`config.mk`:
```
export PLATFORM = sky130hd
export DESIGN_NAME = global_reset_reference_clock_input_select
export DESIGN_NICKNAME = d
export VERILOG_FILES = /design/src/design/global_reset_reference_clock_input_select_pkg.sv /design/src/design/global_reset_reference_clock_input_select.sv /design/src/design/reset_pin_sync.sv
export SDC_FILE = /design/constraint.sdc
export NUM_CORES = 1
export LEC_CHECK = 0
export BUFFER_PORTS_ARGS = -buffer_cell sky130_fd_sc_hd__buf_2
export CORE_ASPECT_RATIO = 0.7
export CORE_MARGIN = 5
export CORE_UTILIZATION = 40
export DETAILED_ROUTE_END_ITERATION = 8
export PLACE_DENSITY = 0.61
export SYNTH_ARGS = -nofsm -noshare
export SYNTH_HDL_FRONTEND = slang
export SYNTH_HIERARCHICAL = 1
export SYNTH_SLANG_ARGS = --single-unit
```
`constraint.sdc`:
```
create_clock -name i_clock -period 5.12 [get_ports i_clock]
set_clock_uncertainty 0.1 [all_clocks]
set_input_delay 0 -clock i_clock [delete_from_list [all_inputs] [get_ports i_clock]]
set_output_delay 0 -clock i_clock [all_outputs]
set_load 0.03 [all_outputs]
```
`src/design/global_reset_reference_clock_input_select_pkg.sv`:
```
// constants, types and state layout for the global reset and
// reference clock selection front end.
// assumes a single 20 MHz core clock with a synchronous house reset.
package global_reset_reference_clock_input_select_pkg;

    ////////////////////////////////////////////////////////////////////
    // timing
    localparam longint CLOCK_HZ = 64'h0000_0000_0131_2D00; // 20 MHz
    localparam longint RESET_MIN_US = 64'h0000_0000_0000_0064; // 100 us
    localparam longint US_PER_S = 64'h0000_0000_000F_4240;
    // least time rounds up to whole cycles
    localparam longint RESET_MIN_CYC_L =
        (RESET_MIN_US * CLOCK_HZ + US_PER_S - 64'h0000_0000_0000_0001)
        / US_PER_S;
    localparam int CNT_W = 12;
    localparam logic [CNT_W-1:0] RESET_MIN_CYCLES =
        RESET_MIN_CYC_L[CNT_W-1:0];

    ////////////////////////////////////////////////////////////////////
    // reference frequency codes sampled during reset
    typedef enum logic [1:0] {
        REF_10_MHZ = 2'h0,
        REF_12P8_MHZ = 2'h1,
        REF_25_MHZ = 2'h2,
        REF_125_MHZ = 2'h3
    } ref_freq_t;

    // synthesiser sequencing states
    typedef enum logic [1:0] {
        ST_BYPASS = 2'b00,
        ST_WAIT_LOCK = 2'b01,
        ST_RUN = 2'b10
    } synth_state_t;

    ////////////////////////////////////////////////////////////////////
    // values after reset
    localparam ref_freq_t FREQ_RESET = REF_10_MHZ;
    localparam logic [CNT_W-1:0] CNT_RESET = 12'h000;

    // reset synchroniser stages
    typedef struct packed {
        logic first;
        logic second;
    } reset_pipe_t;

    // whole state of the front end
    typedef struct packed {
        logic [1:0] freq_sync1;
        logic [1:0] freq_sync2;
        logic pd_sync1;
        logic pd_sync2;
        logic lock_sync1;
        logic lock_sync2;
        synth_state_t state;
        ref_freq_t freq_select;
        logic synth_powerdown;
        logic clock_bypass;
        logic [CNT_W-1:0] low_count;
        logic short_reset;
    } front_state_t;

endpackage

```
`src/design/global_reset_reference_clock_input_select.sv`:
```
// global reset and reference clock selection front end.
// assumes i_clock is the core clock and all pins are asynchronous to it;
// the clock mux and synthesiser are outside and obey o_clock_bypass and
// o_synth_powerdown.
// What this block does
// - a low reset pin asserts o_core_reset at once, without a clock; bypass and synthesiser power-down follow one edge later.
// - the select pins, held during reset, pick 10, 12.8, 25 or 125 MHz.
// - with the power-down pin high the synthesiser is off and bypassed.
// - with the power-down pin low the synthesiser runs and, once locked, clocks the core.
`timescale 1ns/100ps
module global_reset_reference_clock_input_select
(
    input wire logic i_clock,
    input wire logic i_srst,
    input wire logic i_reset_n,
    input wire logic [1:0] i_freq_select,
    input wire logic i_synth_powerdown_bypass,
    input wire logic i_synth_locked,
    output logic o_core_reset,
    output global_reset_reference_clock_input_select_pkg::ref_freq_t o_freq_select,
    output logic o_synth_powerdown,
    output logic o_clock_bypass,
    output logic o_short_reset
);

    global_reset_reference_clock_input_select_pkg::front_state_t st_ff;
    global_reset_reference_clock_input_select_pkg::front_state_t nxt_st;
    logic core_reset;

    ////////////////////////////////////////////////////////////////////
    // reset pin synchroniser, asserts asynchronously
    reset_pin_sync u_reset_sync
    (
        .i_clock(i_clock),
        .i_srst(i_srst),
        .i_reset_n(i_reset_n),
        .o_reset(core_reset)
    );

    ////////////////////////////////////////////////////////////////////
    // next state
    always_comb
    begin
        nxt_st = st_ff;
        // pin synchronisers, first stage feeds only the second
        nxt_st.freq_sync1 = i_freq_select;
        nxt_st.freq_sync2 = st_ff.freq_sync1;
        nxt_st.pd_sync1 = i_synth_powerdown_bypass;
        nxt_st.pd_sync2 = st_ff.pd_sync1;
        nxt_st.lock_sync1 = i_synth_locked;
        nxt_st.lock_sync2 = st_ff.lock_sync1;

        if (core_reset)
        begin
            // sample the select pins for the whole reset
            nxt_st.freq_select = global_reset_reference_clock_input_select_pkg::ref_freq_t'(
                st_ff.freq_sync2);
            // reset width monitor, saturates at the minimum
            if (st_ff.low_count <
                global_reset_reference_clock_input_select_pkg::RESET_MIN_CYCLES)
            begin
                nxt_st.low_count = st_ff.low_count + 12'h001;
            end
            // safe clocking while held: bypass, synthesiser off
            nxt_st.state = global_reset_reference_clock_input_select_pkg::ST_BYPASS;
            nxt_st.synth_powerdown = 1'b1;
            nxt_st.clock_bypass = 1'b1;
        end
        else
        begin
            // release: hold the code, judge the reset width
            if (st_ff.low_count != global_reset_reference_clock_input_select_pkg::CNT_RESET)
            begin
                nxt_st.short_reset = st_ff.low_count <
                    global_reset_reference_clock_input_select_pkg::RESET_MIN_CYCLES;
                nxt_st.low_count = global_reset_reference_clock_input_select_pkg::CNT_RESET;
            end
            // freq_select is left untouched here
            unique case (st_ff.state)
                global_reset_reference_clock_input_select_pkg::ST_BYPASS:
                begin
                    // power up first, keep the raw reference until lock
                    if (!st_ff.pd_sync2)
                    begin
                        nxt_st.state =
                            global_reset_reference_clock_input_select_pkg::ST_WAIT_LOCK;
                        nxt_st.synth_powerdown = 1'b0;
                    end
                end
                global_reset_reference_clock_input_select_pkg::ST_WAIT_LOCK:
                begin
                    if (st_ff.pd_sync2)
                    begin
                        nxt_st.state =
                            global_reset_reference_clock_input_select_pkg::ST_BYPASS;
                        nxt_st.synth_powerdown = 1'b1;
                        nxt_st.clock_bypass = 1'b1;
                    end
                    else if (st_ff.lock_sync2)
                    begin
                        nxt_st.state = global_reset_reference_clock_input_select_pkg::ST_RUN;
                        nxt_st.clock_bypass = 1'b0;
                    end
                end
                global_reset_reference_clock_input_select_pkg::ST_RUN:
                begin
                    // bypass and power-down in one edge, mux glitch-free
                    if (st_ff.pd_sync2)
                    begin
                        nxt_st.state =
                            global_reset_reference_clock_input_select_pkg::ST_BYPASS;
                        nxt_st.synth_powerdown = 1'b1;
                        nxt_st.clock_bypass = 1'b1;
                    end
                end
                default:
                begin
                    // illegal code: fall back to the safe clock
                    nxt_st.state = global_reset_reference_clock_input_select_pkg::ST_BYPASS;
                    nxt_st.synth_powerdown = 1'b1;
                    nxt_st.clock_bypass = 1'b1;
                end
            endcase
        end
    end

    ////////////////////////////////////////////////////////////////////
    // state register
    always_ff @(posedge i_clock)
    begin
        if (i_srst)
        begin
            st_ff <= '0;
            st_ff.state <= global_reset_reference_clock_input_select_pkg::ST_BYPASS;
            st_ff.freq_select <= global_reset_reference_clock_input_select_pkg::FREQ_RESET;
            st_ff.synth_powerdown <= 1'b1;
            st_ff.clock_bypass <= 1'b1;
            st_ff.low_count <= global_reset_reference_clock_input_select_pkg::CNT_RESET;
        end
        else
        begin
            st_ff <= nxt_st;
        end
    end

    // outputs straight from flops
    assign o_core_reset = core_reset;
    assign o_freq_select = st_ff.freq_select;
    assign o_synth_powerdown = st_ff.synth_powerdown;
    assign o_clock_bypass = st_ff.clock_bypass;
    assign o_short_reset = st_ff.short_reset;

    ////////////////////////////////////////////////////////////////////
    // checks
    AST_ASYNC_RESET: assert property (
        @(posedge i_clock) disable iff (i_srst)
        !i_reset_n |-> o_core_reset ##1 (o_clock_bypass && o_synth_powerdown))
        else $error("reset pin low but core not in reset");

    AST_RELEASE_DELAY: assert property (
        @(posedge i_clock) disable iff (i_srst)
        (i_reset_n && !i_srst) [*3] |-> !o_core_reset)
        else $error("core reset not released two edges after pin");

    AST_FREQ_CAPTURE: assert property (
        @(posedge i_clock) disable iff (i_srst)
        $fell(o_core_reset) |-> o_freq_select == $past(st_ff.freq_sync2))
        else $error("frequency code not captured at reset release");

    AST_FREQ_HOLD: assert property (
        @(posedge i_clock) disable iff (i_srst)
        !o_core_reset && $past(!o_core_reset) |-> $stable(o_freq_select))
        else $error("frequency code changed outside reset");

    AST_PD_BYPASS: assert property (
        @(posedge i_clock) disable iff (i_srst)
        i_synth_powerdown_bypass [*3] |=> o_synth_powerdown && o_clock_bypass)
        else $error("power-down pin high but synthesiser not bypassed");

    AST_RUN_CLEAN: assert property (
        @(posedge i_clock) disable iff (i_srst)
        !o_clock_bypass |-> !o_synth_powerdown &&
            st_ff.state == global_reset_reference_clock_input_select_pkg::ST_RUN)
        else $error("synthesiser output used while powered down");

    AST_LOCK_TO_RUN: assert property (
        @(posedge i_clock) disable iff (i_srst)
        st_ff.state == global_reset_reference_clock_input_select_pkg::ST_WAIT_LOCK &&
            st_ff.lock_sync2 && !st_ff.pd_sync2 && !core_reset
            |=> !o_clock_bypass ##1 o_clock_bypass == $past(st_ff.pd_sync2)
                || o_core_reset || !o_clock_bypass)
        else $error("locked synthesiser not selected");

    AST_SHORT_FLAG: assert property (
        @(posedge i_clock) disable iff (i_srst)
        $fell(o_core_reset) ##1 1'b1 |-> o_short_reset ==
            ($past(st_ff.low_count, 1) <
             global_reset_reference_clock_input_select_pkg::RESET_MIN_CYCLES))
        else $error("reset width flag wrong");

    COV_RELEASE: cover property (@(posedge i_clock) $fell(o_core_reset));
    COV_RUN: cover property (@(posedge i_clock) $fell(o_clock_bypass));
    COV_BACK_TO_BYPASS: cover property (
        @(posedge i_clock) $rose(o_clock_bypass) && !o_core_reset);
    COV_SHORT: cover property (@(posedge i_clock) $rose(o_short_reset));

endmodule // global_reset_reference_clock_input_select

```
`src/design/reset_pin_sync.sv`:
```
// reset synchroniser for the board reset pin.
// assumes the pin is asynchronous to i_clock; asserts at once,
// releases two edges after the pin rises.
`timescale 1ns/100ps
module reset_pin_sync
(
    input wire logic i_clock,
    input wire logic i_srst,
    input wire logic i_reset_n,
    output logic o_reset
);

    global_reset_reference_clock_input_select_pkg::reset_pipe_t pipe_ff;

    ////////////////////////////////////////////////////////////////////
    // async assert to constant, sync release avoids metastable exit
    always_ff @(posedge i_clock or negedge i_reset_n)
    begin
        if (!i_reset_n)
        begin
            pipe_ff <= 2'b11;
        end
        else if (i_srst)
        begin
            pipe_ff <= 2'b11;
        end
        else
        begin
            pipe_ff <= {1'b0, pipe_ff.first};
        end
    end

    assign o_reset = pipe_ff.second;

endmodule // reset_pin_sync

```
Word-level counts from Yosys, hierarchy flattened

Index checks and enable logic that the tools add are counted.

Register bits: 29
Word-level logic and storage cells: 50

Add/subtract/negate cells: 1
Magnitude comparators: 1
Equal/unequal tests: 7
Muxes and demuxes: 16
Bitwise gates (word level): 2
Reductions and logical operators: 9

Operator list:

| operator                                              | count |
|---|---|
| 2-to-1 mux 12 bit                                     | 2 |
| 2-to-1 mux 13 bit                                     | 1 |
| adder 12 x 1 -> 12 bit (second input constant)        | 1 |
| < comparator 12 x 11 -> 1 bit (second input constant) | 1 |
| 2-to-1 mux 2 bit                                      | 6 |
| nonzero test 12 bit                                   | 1 |
| AND reduction 3 bit                                   | 3 |
| inequality test 2 bit (second input constant)         | 4 |
| case mux 1 bit (3 select lines)                       | 2 |
| case mux 2 bit (3 select lines)                       | 1 |
| 2-to-1 mux 1 bit                                      | 4 |
| AND reduction 2 bit                                   | 2 |
| inequality test 3 bit (second input constant)         | 1 |
| equality test 2 x 1 -> 1 bit (second input constant)  | 1 |
| equality test 2 bit (second input constant)           | 1 |
| zero test 2 bit                                       | 1 |
| NOT 1 bit                                             | 2 |
| nonzero test 2 bit                                    | 1 |
| OR reduction 2 bit                                    | 1 |

Logic depth before layout (Yosys ltp)

Word-level depth: 3
Mapped depth: 6
Gate-level depth less buffers: 6

Modules after synthesis

Netlist, hierarchy kept.

By module, submodules not included:

| module                                    | instances | cells an instance | area each (um2) | seq. area each (um2) |
|---|---|---|---|---|
| global_reset_reference_clock_input_select | 1         | 129               | 1228.7          | 540.5 |
| reset_pin_sync                            | 1         | 3                 | 58.8            | 52.6 |

Least setup slack after synthesis

No wires, ideal clock.

Path kind: register to register
Start point: register u_reset_sync.pipe_ff, in the netlist u_reset_sync/o_reset
End point: register st_ff[8] (netlist bit)
Setup time: 131 ps
Arrival: 1555 ps
Data required time: 4889 ps
Setup slack: 3334 ps
Stages on the path, launching flop included: 6
Path buffers: 1
Cell sequence: dfstp_2 -> buf_2 -> nand2b_1 -> or3_1 -> o311ai_1 -> o41ai_1

Longest elaborated chain between the ends: 2

RTL lines:

| item                                                                                | RTL line                                         | RTL |
|---|---|---|
| start, declared                                                                     | reset_pin_sync.sv:13                             | `global_reset_reference_clock_input_select_pkg::reset_pipe_t pipe_ff;` |
| start signal, assigned                                                              | reset_pin_sync.sv:29                             | `pipe_ff <= {1'b0, pipe_ff.first};` |
| inequality test 2 bit (no source line) / nonzero test 2 bit (equally long branches) | n/a                                              |  |
| AND reduction 2 bit (no source line)                                                | n/a                                              |  |
| end signal, assigned                                                                | global_reset_reference_clock_input_select.sv:142 | `st_ff <= nxt_st;` |
| end, declared                                                                       | global_reset_reference_clock_input_select.sv:26  | `global_reset_reference_clock_input_select_pkg::front_state_t st_ff;` |

Parallel ways exist; a longest one is shown, timed or not.
A chain may end at the register's enable or synchronous reset.

Worst setup path after layout

Same ends and word-level chain as after synthesis.

==> impl_metrics.csv <==
group,metric,value,unit
timing,timing.final.ws_setup,3.411,ns
power_and_ir_drop,leakage,0.5755,nW
timing,finalCriticalPeriod,1.709,ns
routing,drt_first_iter_violations,51,
global_route,grt_use_total,12.16,%
clocking,cts_buffers,5,
layout,nFillCells,296,
yosys,synth_edf_count,0,
yosys,syn_area_per_cell,9.754,um^2
global_route,grt_pass1_wl,4429,um
power_and_ir_drop,switching_share,23.37,%
place,hpwl,1741,um
layout,final_cells,190,
power_and_ir_drop,p_switching,105.5,uW
status,status,"finished, final reports clean",
routing,routed_wl,2487,um
clocking,root_buffer,"clkbuf_8",
timing,slew_headroom,73.52,%
global_route,antenna_found_initial,0,
clocking,cts_resized,0,
floorplanning,die_area,4471,um^2
worst_setup_path,path_class,"reg -> reg",
global_route,overflow,0,
floorplanning,die_width,77.81,um
layout,drive_gt1_share,19.08,%
routing,drcViolationCount,0,
timing,tightest_slew,0.3967,ns
timing,max_freq,585.3,MHz
yosys,synth_area_leader_cell,"dfxtp_1",
clocking,clock-sinks,29,
place,pre_cts_slack,3.414,ns
power_and_ir_drop,p_int,346.1,uW
routing,vias,995,
flow_run,maxCapViolations,0,
floorplanning,initial_core_util,41.18,%
yosys,async_reset_ff_share,6.897,%
worst_setup_path,cp.required,5.16,ns
hold_path,min_path_type,"in -> async",
clocking,htreeDepth,2,
yosys,synth_area_leaders,"dfxtp_1 42%, nor2b_1 4.4%, a2111oi_4 4.3%, dfstp_2 4.1%, nor2_1 3.5%",
worst_setup_path,cp.arrival,1.75,ns
power_and_ir_drop,powerDensity,300.8,nW/um^2
power_and_ir_drop,power.share.sequential,53.3,%
place,dp_cells,176,
clocking,path_clk_slew,0.06,ns
yosys,synth_seq_cells,29,
yosys,synth_nets,141,
layout,regArea,593.1,um^2
timing,post-route-period-util,33.37,%
clocking,cts_tree,"built",
timing,rsz0062_at_grt,"no",
timing,setup_tns,0,ns
yosys,syn_inst,132,
clocking,cts_max_path_buffers,2,
yosys,ys_seq_area_share,46.06,%
worst_setup_path,crit_path_start_kind,"flip-flop",
timing,hold_viol_final,0,
yosys,yosysUniqueCellTypes,43,
clocking,clk_latency,0.27,ns
timing,timing.hold.ws,0.1084,ns
yosys,synth-main-ff-cell,"dfxtp_1",
layout,multi_input_area,628.1,um^2
layout,diodes,0,
power_and_ir_drop,clockPowerShare,38.0,%
routing,drt_pass1_iterations,4,
routing,viasPerCell,5.237,
global_route,grt_max_degree,23,
floorplanning,core_region_area,3127,um^2
power_and_ir_drop,comb_power_share,8.7,%
yosys,synth_top_area_share,41.98,%
timing,slew_violations,0,
worst_setup_path,end_kind,"flip-flop",
place,gp_congestion,0.8900,
floorplanning,die_h,57.47,um
layout,final_common_cell,"dfxtp_1",
global_route,grt_pass1_vias,979,
timing,setup_viol,0,
yosys,syn_area,1287,um^2
layout,syn2layout_area_growth,16.62,%
routing,wl_per_cell,13.09,um
yosys,ys_warn_count,6,
place,port_buffers,12,
layout,nets,160,
floorplanning,num_rows,17,
routing,postRouteAntennaNets,0,
layout,final_cell_mix,"27 x dfxtp_1, 12 x nor2_1, 12 x buf_2, 9 x nor2b_1, 8 x inv_1",
floorplanning,ioPinCount,13,
worst_setup_path,critPathMaxFanout,9,
power_and_ir_drop,irDropWorstVdd,0.1972,mV
synthesized netlist by cell type (all sizes together) (3+ instances only):
cell type,count
dfxtp,27
nor2,12
nor2b,9
inv,8
nand2,7
nand3,7
buf,6
a21oi,4
mux2i,4
xnor2,4
a2111oi,3
and3,3
nand4,3
o22ai,3
metrics by stage:
step                power, mW  instance area [um^2]  util (%)
floorplan              0.2713                  1287         -
global placement       0.2797                  1359     43.46
detailed placement     0.2808                  1359     43.46
CTS                    0.4578                  1501     48.02
global route           0.4730                  1501     48.02
finish                 0.4516                  1501     48.02
logic make-up (layout without fill, tap and decap cells):
kind of cell    Yosys count  after routing  share of synthesized area, %
compound gates           24             24                         18.17
xor+xnor                  4              4                         2.721
fa+ha+maj                 2              2                         1.943
buf+inv                  14             34                         5.150
flops                    29             29                         46.06
mux                       4              4                         3.110
simple gates             55             55                         22.84
critical path, cell delays in order, from the launching register on:
cell	delay, ns
dfstp_2	0.63
nand2b_1	0.14
or3_1	0.35
o311ai_1	0.24
o41ai_1	0.11
what timing repair did:
item,in CTS,in global routing
endpoints found under the setup margin,0,0
hold buffers,6,0
hold endpoints to repair,7,0
setup buffers,0,0
registers in the layout, indices dropped and copies added (netlist names):
| register | count |
|---|---|
| st_ff | 18 |
| nxt_st | 4 |
| o_freq_select | 2 |
| o_clock_bypass | 1 |
| o_short_reset | 1 |
| o_synth_powerdown | 1 |
| u_reset_sync/o_reset | 1 |
| u_reset_sync/pipe_ff | 1 |
final cells by class:
type / count / area share, %
repair buffers: 18 / 8.000
clock inverters: 2 / 0.6667
well taps: 38 / 3.167
flip-flops and latches: 29 / 39.50
multi-input cells: 89 / 41.83
inverters: 8 / 2.000
clock buffers: 6 / 4.833
power by group through the flow:
stage          sequential, mW  clock [mW]  combinational, mW
5_1_grt                 0.242       0.188             0.0436
3_3_place_gp            0.245           0             0.0347
3_5_place_dp            0.245           0             0.0356
2_1_floorplan           0.246           0             0.0252
4_1_cts                 0.240       0.178             0.0392
6_report                0.241       0.172             0.0393
per-layer routing:
layer | vias to the layer above | global-route usage [%] | part of all wire [%]
li1 | 512 | - | -
met5 | - | 0 | 0
met3 | 5 | 4.732 | 5.9
met4 | 0 | 2.941 | 0.92
met2 | 26 | 17.60 | 40
met1 | 452 | 16.94 | 53
final timing paths:
check                                          endpoint  depth (start not counted)                 start  slack, ns
worst max-delay path                           st_ff[8]                          4  u_reset_sync/o_reset       3.41
worst min-delay path               u_reset_sync/o_reset                          2             i_reset_n       0.11
worst max register to register                 st_ff[8]                          4  u_reset_sync/o_reset       3.41
worst min register to register                st_ff[23]                          1            nxt_st[23]       0.33
max in group asynchronous       u_reset_sync/pipe_ff[1]                          2             i_reset_n       4.79
min in group i_clock                          st_ff[23]                          1            nxt_st[23]       0.33
No activity file was read; power rests on OpenSTA's default activity.
